### src/logic/csh_defs.svh
// Constants for the coherency and snapshot handshakes.
`ifndef CSH_DEFS_SVH
`define CSH_DEFS_SVH
`define CSH_CNT_W 32
`define CSH_NUM_CNT 4
`define CSH_CNT_RST 32'h0000_0000
`define CSH_CNT_ONE 32'h0000_0001
`define CSH_FLAG_RST 1'b0
`endif

### src/logic/csh_pkg.sv
// Types shared by the coherency and snapshot handshake logic.
`include "csh_defs.svh"
package csh_pkg;
    typedef enum logic [1:0] {
        CSH_OUT = 2'b00,
        CSH_JOINING = 2'b01,
        CSH_IN = 2'b10,
        CSH_LEAVING = 2'b11
    } csh_coh_e;
    typedef logic [`CSH_CNT_W-1:0] csh_cnt_t;
endpackage : csh_pkg

### src/logic/csh_handshakes.sv
// Coherency request and counter snapshot sideband handshakes.
`timescale 1ns/10ps
`include "csh_defs.svh"
module csh_handshakes
    import csh_pkg::*;
(
    // Clock and reset.
    input wire logic sys_clk,
    input wire logic rst,
    // Coherency handshake with the interconnect.
    input wire logic cohWant,
    output logic cohReq,
    input wire logic cohAck,
    output logic cohInDomain,
    output logic cohBusy,
    // Counter event inputs.
    input wire logic [`CSH_NUM_CNT-1:0] cntEvent,
    // Snapshot handshake with the debug side.
    input wire logic snapReq,
    output logic snapAck,
    output csh_cnt_t snapVal [`CSH_NUM_CNT]
);
    // ------------------------------------------------------------
    // Coherency state machine
    // ------------------------------------------------------------
    csh_coh_e cohState_r;
    logic cohReq_r;

    // single domain: everything runs on sys_clk with rst.
    // request hold: a new level starts only once acked.
    always_ff @(posedge sys_clk) begin
        if (rst) begin
            cohState_r <= CSH_OUT;
            cohReq_r <= `CSH_FLAG_RST;
        end else begin
            unique case (cohState_r)
                CSH_OUT: begin
                    if (cohWant && !cohAck) begin
                        cohReq_r <= 1'b1;
                        cohState_r <= CSH_JOINING;
                    end
                end
                CSH_JOINING: begin
                    if (cohAck) begin
                        cohState_r <= CSH_IN;
                    end
                end
                CSH_IN: begin
                    if (!cohWant && cohAck) begin
                        cohReq_r <= 1'b0;
                        cohState_r <= CSH_LEAVING;
                    end
                end
                CSH_LEAVING: begin
                    if (!cohAck) begin
                        cohState_r <= CSH_OUT;
                    end
                end
            endcase
        end
    end

    assign cohReq = cohReq_r;
    // ack follow: busy while acknowledge lags request.
    assign cohBusy = (cohState_r == CSH_JOINING) ||
                     (cohState_r == CSH_LEAVING);
    assign cohInDomain = (cohState_r == CSH_IN);

    // ------------------------------------------------------------
    // Coherency checks
    // ------------------------------------------------------------
    // join starts
    join_start_a: assert property (@(posedge sys_clk) disable iff (rst)
        (cohState_r == CSH_OUT && cohWant && !cohAck) |=> cohReq)
        else $error("join request not raised");

    join_busy_a: assert property (@(posedge sys_clk) disable iff (rst)
        $rose(cohReq) |-> cohBusy)
        else $error("join request raised without busy");

    in_level_a: assert property (@(posedge sys_clk) disable iff (rst)
        cohInDomain |-> cohReq)
        else $error("in domain with request low");

    leave_start_a: assert property (@(posedge sys_clk) disable iff (rst)
        (cohState_r == CSH_IN && !cohWant && cohAck) |=> !cohReq)
        else $error("leave request not raised");

    out_quiet_a: assert property (@(posedge sys_clk) disable iff (rst)
        (cohState_r == CSH_OUT) |-> !cohReq)
        else $error("request high while out of domain");

    leave_hold_a: assert property (@(posedge sys_clk) disable iff (rst)
        (!cohReq && cohAck) |=> !cohReq)
        else $error("coherency exit request dropped before acknowledge");

    join_hold_a: assert property (@(posedge sys_clk) disable iff (rst)
        (cohReq && !cohAck) |=> cohReq)
        else $error("coherency request dropped before acknowledge");

    req_stable_a: assert property (@(posedge sys_clk) disable iff (rst)
        (cohBusy && (cohAck != cohReq)) |=> $stable(cohReq))
        else $error("coherency request moved while acknowledge lagged");

    busy_flag_a: assert property (@(posedge sys_clk) disable iff (rst)
        (cohBusy && (cohAck == cohReq)) |=> !cohBusy)
        else $error("busy stays after acknowledge matched");

    // ------------------------------------------------------------
    // Counters and snapshot
    // ------------------------------------------------------------
    logic snapReqDly_r;
    logic snapAck_r;
    logic snapEdge;
    csh_cnt_t count_r [`CSH_NUM_CNT];
    csh_cnt_t snap_r [`CSH_NUM_CNT];

    // edge detect: only a low-to-high request triggers a capture.
    assign snapEdge = snapReq && !snapReqDly_r;

    always_ff @(posedge sys_clk) begin
        if (rst) begin
            snapReqDly_r <= `CSH_FLAG_RST;
        end else begin
            snapReqDly_r <= snapReq;
        end
    end

    genvar gi;
    generate
        for (gi = 0; gi < `CSH_NUM_CNT; gi++) begin : g_cnt
            always_ff @(posedge sys_clk) begin
                if (rst) begin
                    count_r[gi] <= `CSH_CNT_RST;
                end else if (cntEvent[gi]) begin
                    count_r[gi] <= count_r[gi] + `CSH_CNT_ONE;
                end
            end
            // counter capture: values frozen on the edge.
            always_ff @(posedge sys_clk) begin
                if (rst) begin
                    snap_r[gi] <= `CSH_CNT_RST;
                end else if (snapEdge) begin
                    snap_r[gi] <= count_r[gi];
                end
            end
            assign snapVal[gi] = snap_r[gi];
        end
    endgenerate

    // Acknowledge mirrors the request level once the capture is done,
    // so the debug side sees a four-phase style completion.
    // ack report: low from reset, high after a snapshot.
    always_ff @(posedge sys_clk) begin
        if (rst) begin
            snapAck_r <= `CSH_FLAG_RST;
        end else if (snapEdge) begin
            snapAck_r <= 1'b1;
        end else if (!snapReq) begin
            snapAck_r <= 1'b0;
        end
    end
    assign snapAck = snapAck_r;

    // ------------------------------------------------------------
    // Snapshot checks
    // ------------------------------------------------------------
    // ack after edge
    snap_ack_a: assert property (@(posedge sys_clk) disable iff (rst)
        (snapReq && !$past(snapReq)) |=> snapAck)
        else $error("snapshot not acknowledged");

    ack_hold_a: assert property (@(posedge sys_clk) disable iff (rst)
        (snapAck && snapReq) |=> snapAck)
        else $error("snapshot acknowledge dropped early");

    ack_drop_a: assert property (@(posedge sys_clk) disable iff (rst)
        !snapReq |=> !snapAck)
        else $error("snapshot acknowledge stuck high");

    ack_reset_a: assert property (@(posedge sys_clk)
        rst |=> !snapAck)
        else $error("snapshot acknowledge high after reset");

    ack_cause_a: assert property (@(posedge sys_clk) disable iff (rst)
        $rose(snapAck) |-> $past(snapEdge))
        else $error("snapshot acknowledge without request edge");

    snap_value_a: assert property (@(posedge sys_clk) disable iff (rst)
        snapEdge |=> (snapVal[0] == $past(count_r[0])))
        else $error("snapshot value wrong");

    snap_last_a: assert property (@(posedge sys_clk) disable iff (rst)
        snapEdge |=> (snapVal[`CSH_NUM_CNT-1] ==
                      $past(count_r[`CSH_NUM_CNT-1])))
        else $error("last snapshot value wrong");

    snap_hold_a: assert property (@(posedge sys_clk) disable iff (rst)
        !snapEdge |=> $stable(snapVal[0]))
        else $error("snapshot value changed without request edge");

    count_step_a: assert property (@(posedge sys_clk) disable iff (rst)
        cntEvent[0] |=>
            (count_r[0] == $past(count_r[0]) + `CSH_CNT_ONE))
        else $error("counter missed an event");

    count_idle_a: assert property (@(posedge sys_clk) disable iff (rst)
        !cntEvent[`CSH_NUM_CNT-1] |=>
            $stable(count_r[`CSH_NUM_CNT-1]))
        else $error("counter moved without an event");
endmodule : csh_handshakes

### config.mk
export PLATFORM = sky130hd
export DESIGN_NAME = csh_handshakes
export DESIGN_NICKNAME = d
export VERILOG_FILES = /design/src/logic/csh_pkg.sv /design/src/logic/csh_handshakes.sv
export VERILOG_INCLUDE_DIRS = /design/src /design/src/logic
export SDC_FILE = /design/constraint.sdc
export NUM_CORES = 1
export LEC_CHECK = 0
export BUFFER_PORTS_ARGS = -buffer_cell sky130_fd_sc_hd__buf_4
export CAP_MARGIN = 25
export CORE_MARGIN = 4
export CORE_UTILIZATION = 63
export DETAILED_ROUTE_END_ITERATION = 6
export PLACE_DENSITY = 0.95
export SLEW_MARGIN = 20
export SYNTH_ARGS = -nofsm -noshare
export SYNTH_HDL_FRONTEND = slang
export SYNTH_SLANG_ARGS = --single-unit
### constraint.sdc
create_clock -name sys_clk -period 7.6 [get_ports sys_clk]
set_input_delay 0.76 -clock sys_clk [delete_from_list [all_inputs] [get_ports sys_clk]]
set_output_delay 0.76 -clock sys_clk [all_outputs]
set_load 0.01 [all_outputs]
* After elaboration in Yosys (flattened, before gate mapping)
Memories as Yosys holds them, arrays and structs flattened.
Cells that the tools add are included.
** Storage, ports and cells
- Output and inout port bits :: 132
- RAM bits :: 256
- Input port bits :: 9
- Word-level logic and storage cells :: 72
- Memory bits (read-only) :: 0
- Latch bits :: 0
- Register bits after elaboration :: 5
- Memories :: 2
** Memories
- count_r :: depth 4, width 32, read ports 4, clocked after Yosys merged registers in 0, write ports 4, RTL line csh_handshakes.sv:115 : csh_cnt_t count_r [`CSH_NUM_CNT];
- snap_r :: depth 4, width 32, read ports 4, clocked after Yosys merged registers in 0, write ports 4, RTL line csh_handshakes.sv:116 : csh_cnt_t snap_r [`CSH_NUM_CNT];
** Operators by class
- Reductions and logical operators :: 11
- Shift-type cells :: 0
- $mul :: 0
- Div/mod/pow operators :: 0
- $add $sub $neg :: 4
- $lt $le $gt $ge :: 0
- Bitwise gates (word level) :: 8
- Mux-type cells :: 35
- Eq/ne operators :: 8
** Operators by type and width (number)
- $mux 32 :: 8
- $add 32x1->32 const B :: 4
- $mux 1 :: 21
- $mux 2 :: 4
- $or 1x1->1 :: 8
- $pmux 2 s4 :: 1
- $ne 2x2->1 const B :: 3
- $eq 2x2->1 const B :: 2
- $ne 2x1->1 const B :: 2
- $reduce_and 4->1 :: 1
- $logic_and 1x1->1 :: 3
- $logic_not 1->1 :: 3
- $reduce_and 3->1 :: 1
- $eq 2x1->1 const B :: 1
- $logic_not 2->1 :: 1
- $pmux 1 s2 :: 1
- $reduce_bool 2->1 :: 1
- $logic_or 1x1->1 :: 1

* Longest topological paths before layout
Gate-level depths: netlist (run 1).
- Depth in word-level cells :: 6
- Gate-level depth with buffers :: 7
- Mapped depth without buffers :: 6

* Worst setup path after synthesis (run 1)
No wires, ideal clock.
- Path kind :: input to register
- Start :: in rst
- End :: mem snap_r[0][0] (netlist bit) (enable)
- Slack :: 3.541 ns
- Buffers on the path :: 1
- Cell stages on the path :: 2
- Data required time :: 7.114 ns
- Arrival :: 3.574 ns
- Cell sequence :: clkbuf_1 > a21o_1
** RTL lines
- start, declared :: RTL line csh_handshakes.sv:9 : input wire logic rst,
- end, declared :: RTL line csh_handshakes.sv:116

==> out/metrics.cfg, run 1 <==
[finish]
nFillCells = 1193
area.growth.synth_to_final_pct = 17.2
nNetsFinal = 1166
drive_gt1_share_pct = 17.4
design_area_um2 = 14500

[outcome]
status = finished clean

[setup_path]
cp-end-kind = register
path_class = input pin to register
required_ns = 7.98
cp_slowest_cell = inv_2
cpMostUsedCell = buf_4
cpPeakStageDelay_ns = 0.69
startpoint_type = input pin
path_cells = buf_4 > nand2b_1 > inv_2 > buf_4 > and3_1
crit_fanout = 60
crit_arrival_ns = 2.97
r2r_slack_ns = 5.12

[global_routing]
grt_remaining_overflow = 0
grt_usage_pct = 24.5
grt_antenna_before_repair = 1
met3_usage_pct = 3.78
grt_first_pass_wirelength_um = 44200
met1_usage_pct = 32.3
grt_util_met2_pct = 41.2
grt_max_degree = 116
grt_pass1_vias = 8680
top_usage_layer = met2

[sta]
slew_viol_final = 0
tns_ns = 0
min_period_over_period_pct = 34.0
finClkSkew_ns = 0.00755
final-setup-viol-count = 0
hold_violations = 0
max_clock_freq_mhz = 387
relSlewSlack_pct = 38.5
fin_ws_ns = 5.02
grt_setup_unrepaired = no
worstMarginPinSlew_ns = 0.922
fin_crit_ns = 2.58

[routing]
wl_per_cell_um = 19.5
via_per_inst = 6.51
wl_um = 27900
num_vias = 9333
ant_nets = 0
dr.first_iter.drc_count = 1158
remaining_drc_errors = 0
firstDrtPassIters = 6

[placed_design]
postPlaceCellArea_um2 = 13600
dp_hpwl_um = 17600
io_buffers = 140
place_ws_ns = 4.54
globalplace.congestion = 0.828

[floorplanning]
die_w_um = 148
initial_core_util_pct = 63.9
die_area_um2 = 22000
rows = 51
coreArea_um2 = 19400
die-height_um = 148
io_pins = 141

[clock_network]
cts_buffers = 26
cts_hold_buf = 0
cts_root_buf = clkbuf_16
htree_levels = 1
path_clk_slew_ns = 0.06
cts_max_path_buffers = 3
cts_tree = done
insertion_delay_ns = 0.52
post_cts_resized = 0
clock_sinks = 261
cts_setup_buffers = 0

[synth]
synth_cell_types = 43
synth-seq-area-share_pct = 62.8
syn_area_um2 = 12400
synth_cells = 1036
synth_nets = 1054
syn-mean-instance-area_um2 = 12.0
synth_warnings = 0
ys_seq_elements = 261

[pwr]
peakVddDrop_mv = 0.198
p_leak_nw = 5.71
cellPowerDensity_nw_per_um2 = 234

[min_path]
hold_class = register to register

[flow_run]
cap_violations = 0

==> layout make-up <==
class	instances	area [um^2]	area share [%]
diodes	1	2.50	0.0172
clock buffers	31	691	4.75
clock inverters	17	211	1.46
inverters	21	78.8	0.542
multi-input cells	690	4300	29.6
flip-flops and latches	261	7790	53.6
well taps	265	332	2.28
repair buffers	148	1130	7.80
==> layout by cell type (no fill, tap or decap), types with 23 or more instances in the layout <==
cell type / instances
a21oi_1: 59
and3_1: 127
buf_4: 144
clkbuf_16: 27
edfxtp_1: 256
nand2_1: 58
nand3_1: 42
nand4_1: 50
nor2_1: 59
nor3_1: 23
o31ai_1: 41
or4_1: 41
xor2_1: 25
==> worst paths after layout <==
path	from	to	depth (start not counted)
worst min-delay path	cohReq$_SDFFE_PP0P_	cohReq$_SDFFE_PP0P_	2
worst max-delay path	rst	snap_r[3][2]$_SDFFCE_PN0P_	5
worst min register to register	cohReq$_SDFFE_PP0P_	cohReq$_SDFFE_PP0P_	2
worst max register to register	count_r[1][0]$_SDFFCE_PN0P_	count_r[1][28]$_SDFFCE_PN0P_	5
==> report_power, final <==
group	total [mW]	leakage [nW]	internal (mW)	switching (mW)
Sequential	1.78	2.86	1.69	0.0884
Clock	1.35	0.440	0.818	0.530
Combinational	0.284	2.41	0.124	0.161
Total	3.41	5.71	2.63	0.779
==> cells by family (layout without fill, tap and decap cells) <==
group | count (synthesis) | count (layout) | synth area share, %
mux | 14 | 14 | 1.14
simple gates | 489 | 489 | 22.7
xor+xnor | 43 | 43 | 3.04
fa+ha+maj | 9 | 9 | 0.908
other cells | 0 | 1 | 0
flops | 261 | 261 | 62.8
buf+inv | 85 | 217 | 2.63
compound gates | 135 | 135 | 6.77
==> registers in the layout, indices dropped and copies added, names as in the netlist <==
signal and count:
snapAck 1, cohState_r 2, snap_r 128, snapReqDly_r 1
cohReq 1, count_r 128
==> metal layers <==
layer  part of all wire (%)  vias up
met5                      0        -
met3                    8.3       90
met4                    3.8        0
li1                       -     4246
met1                     38     4458
met2                     50      539
==> worst max-delay path, delay by kind of cell <==
family	cells	cell delay, ns
buffers and inverters	3	1.45
and+or+nand+nor	2	0.70
==> synth_stat cells (all sizes together) <==
library cell  instances  share of area [%]
nand2                58                1.8
and3                127                6.4
nand2b               16               0.81
nand3                43                1.8
clkbuf               59                1.8
and2                 14               0.71
nand3b                1              0.061
a41o                  5               0.40
nor3                 23               0.93
nor2b                 4               0.20
a2bb2oi               1              0.071
mux2i                13                1.0
or4                  42                2.6
or4b                  1               0.11
nor2                 59                1.8
edfxtp              256                 62
o21bai                1              0.061
buf                   5               0.21
a21o                  1              0.061
ha                    9               0.91
or3                  14               0.71
mux2                  1              0.091
inv                  21               0.64
a31oi                 4               0.20
o32a                  1              0.081
o21a                  1              0.061
xnor2                18                1.3
o311ai                3               0.21
o31ai                41                2.5
nor4                 10               0.50
dfxtp                 5               0.81
and4                 19                1.3
xor2                 25                1.8
a21oi                59                2.4
nor3b                 1              0.061
a311oi                1              0.071
or2                   6               0.30
nand4                51                2.7
o21ai                17               0.69
==> per-stage QoR <==
| step | std cells | hold WS (ns) | util [%] | total power [mW] |
|---|---|---|---|---|
| after floorplan | 1036 | 0.485 | - | 1.94 |
| after global placement | 1381 | 0.454 | 70.0 | 2.06 |
| after detailed placement | 1383 | 0.465 | 70.1 | 2.08 |
| after CTS | 1431 | 0.475 | 74.8 | 3.41 |
| after global routing | 1434 | 0.502 | 74.9 | 3.51 |
| final | 1434 | 0.473 | 74.9 | 3.41 |
(Power assumes the default switching activity.)
==> inputs of run 2 (changes only) <==
--- a/config.mk
+++ b/config.mk
@@ -9,9 +9,9 @@
 export BUFFER_PORTS_ARGS = -buffer_cell sky130_fd_sc_hd__buf_4
 export CAP_MARGIN = 25
 export CORE_MARGIN = 4
-export CORE_UTILIZATION = 63
+export CORE_UTILIZATION = 53
 export DETAILED_ROUTE_END_ITERATION = 6
-export PLACE_DENSITY = 0.95
+export PLACE_DENSITY = 0.87
 export SLEW_MARGIN = 20
 export SYNTH_ARGS = -nofsm -noshare
 export SYNTH_HDL_FRONTEND = slang
==> constraint.sdc (replaced) <==
create_clock -name sys_clk -period 2.1 [get_ports sys_clk]
set_input_delay 0.21 -clock sys_clk [delete_from_list [all_inputs] [get_ports sys_clk]]
set_output_delay 0.21 -clock sys_clk [all_outputs]
set_load 0.01 [all_outputs]
==> run 2 against run 1 <==
Critical path depth shrank 1. Via count grew 1.0%. Wire length grew 2.6%. Cell count grew 8.1%. Utilization shrank 8.8 points. Critical path type is now register to register. Sequential cell count is the same.
==> out/metrics.cfg, run 2 (synthesized netlist as in run 1, its figures left out) <==
[setup_path]
crit_arrival_ns = 2.44
crit_fanout = 10
required_ns = 2.47
startpoint_type = register
path_class = register to register
rr_worst_depth = 4
cp-end-kind = register

[placed_design]
place_ws_ns = 0.0149
globalplace.congestion = 0.874
io_buffers = 140
dp_hpwl_um = 18500

[sta]
worstMarginPinSlew_ns = 0.806
grt_setup_unrepaired = yes
fin_crit_ns = 2.07
max_clock_freq_mhz = 484
min_period_over_period_pct = 98.4
hold_violations = 0
finClkSkew_ns = 0.00867
fin_ws_ns = 0.0333
relSlewSlack_pct = 46.2
final-setup-viol-count = 0
slew_viol_final = 0

[pwr]
switching_share_pct = 23.8
cellPowerDensity_nw_per_um2 = 790
internal_power_mw = 9.10
power_frac_seq_pct = 53.3
switching_power_mw = 2.85
peakVddDrop_mv = 0.693
power_frac_comb_pct = 9.8
p_leak_nw = 6.02
pwr-share-clk_pct = 36.9

[floorplanning]
die-height_um = 161
die_area_um2 = 25900
initial_core_util_pct = 54.3
io_pins = 141
coreArea_um2 = 22800
die_w_um = 161
rows = 55

[global_routing]
grt_antenna_before_repair = 0
grt_first_pass_wirelength_um = 46200
grt_max_degree = 116
grt_pass1_vias = 9164
grt_usage_pct = 21.4
grt_remaining_overflow = 0

[finish]
nFillCells = 1676
top_regs = count_r: 128 flops, snap_r: 128 flops, cohState_r: 2 flops
fin_util_pct = 66.1
final_common_cell = edfxtp_1
area.growth.synth_to_final_pct = 21.9
nNetsFinal = 1235
final_cell_mix = 256 x edfxtp_1, 207 x buf_4, 127 x and3_1
drive_gt1_share_pct = 22.8

[routing]
ant_nets = 0
firstDrtPassIters = 5
dr.first_iter.drc_count = 874
wl_um = 28600
num_vias = 9427
via_per_inst = 6.08
wl_per_cell_um = 18.5
remaining_drc_errors = 0

[min_path]
hold_path_depth = 2
hold_class = input pin to register

[flow_run]
cap_violations = 0

[outcome]
status = finished clean

[clock_network]
cts_tree = done
cts_buffers = 27
path_clk_slew_ns = 0.06
clock_sinks = 261
cts_root_buf = clkbuf_16
htree_levels = 1
insertion_delay_ns = 0.53
cts_max_path_buffers = 3

-- run 2: worst max-delay path, cell delays in order, from the launching register on --
cell and delay, ns:
edfxtp_1 0.42, nand4_4 0.15, or4b_4 0.63, or4_4 0.53
a21oi_2 0.18
-- run 2: power groups by stage --
stage	logic (mW)	registers, mW	clock network, mW
6_report	1.17	6.36	4.41
5_1_grt	1.28	6.41	4.70
4_1_cts	1.17	6.36	4.49
3_5_place_dp	1.16	6.46	0
3_3_place_gp	1.12	6.44	0
2_1_floorplan	0.514	6.50	0
-- run 2: cell type report --
| cell class | instances | area [um^2] | area share, % |
|---|---|---|---|
| inverters | 21 | 78.8 | 0.522 |
| multi-input cells | 691 | 4360 | 28.8 |
| well taps | 313 | 392 | 2.59 |
| flip-flops and latches | 261 | 7790 | 51.5 |
| diodes | 1 | 2.50 | 0.0166 |
| clock buffers | 30 | 687 | 4.55 |
| repair buffers | 215 | 1690 | 11.2 |
| clock inverters | 18 | 120 | 0.795 |
-- run 2: final timing paths --
check                                             startpoint                      endpoint  slack, ns
worst max-delay path            count_r[2][10]$_SDFFCE_PN0P_  count_r[2][30]$_SDFFCE_PN0P_       0.03
worst min-delay path                                     rst           cohReq$_SDFFE_PP0P_       0.03
worst max register to register  count_r[2][10]$_SDFFCE_PN0P_  count_r[2][30]$_SDFFCE_PN0P_       0.03
worst min register to register           cohReq$_SDFFE_PP0P_           cohReq$_SDFFE_PP0P_       0.48
-- run 2: layer usage --
layer	track usage (%)	share of wire [%]	up-vias
li1	-	-	4382
met1	27.7	40	4563
met2	37.6	51	429
met3	3.34	7.0	53
met4	6.13	2.0	0
met5	0	0	-
-- run 2: repair_timing --
action | CTS | global route
setup buffers | 0 | 9
pin swaps | 1 | 6
gates cloned | 0 | 1
resized for setup | 2 | 12
hold buffers | 1 | 0
setup endpoints to repair | 3 | 13
hold endpoints to repair | 1 | 0
-- run 2: stage by stage --
step	hold slack, ns	instances	TNS [ns]	cell area (um^2)	total power [mW]
2_1_floorplan	0.425	1036	0	12400	7.01
3_3_place_gp	0.453	1490	0	14200	7.56
3_5_place_dp	0.472	1490	0	14200	7.62
4_1_cts	0.00706	1539	-0.000650	15000	12.0
5_1_grt	0.0456	1549	-0.129	15100	12.4
6_report	0.0272	1550	0	15100	11.9
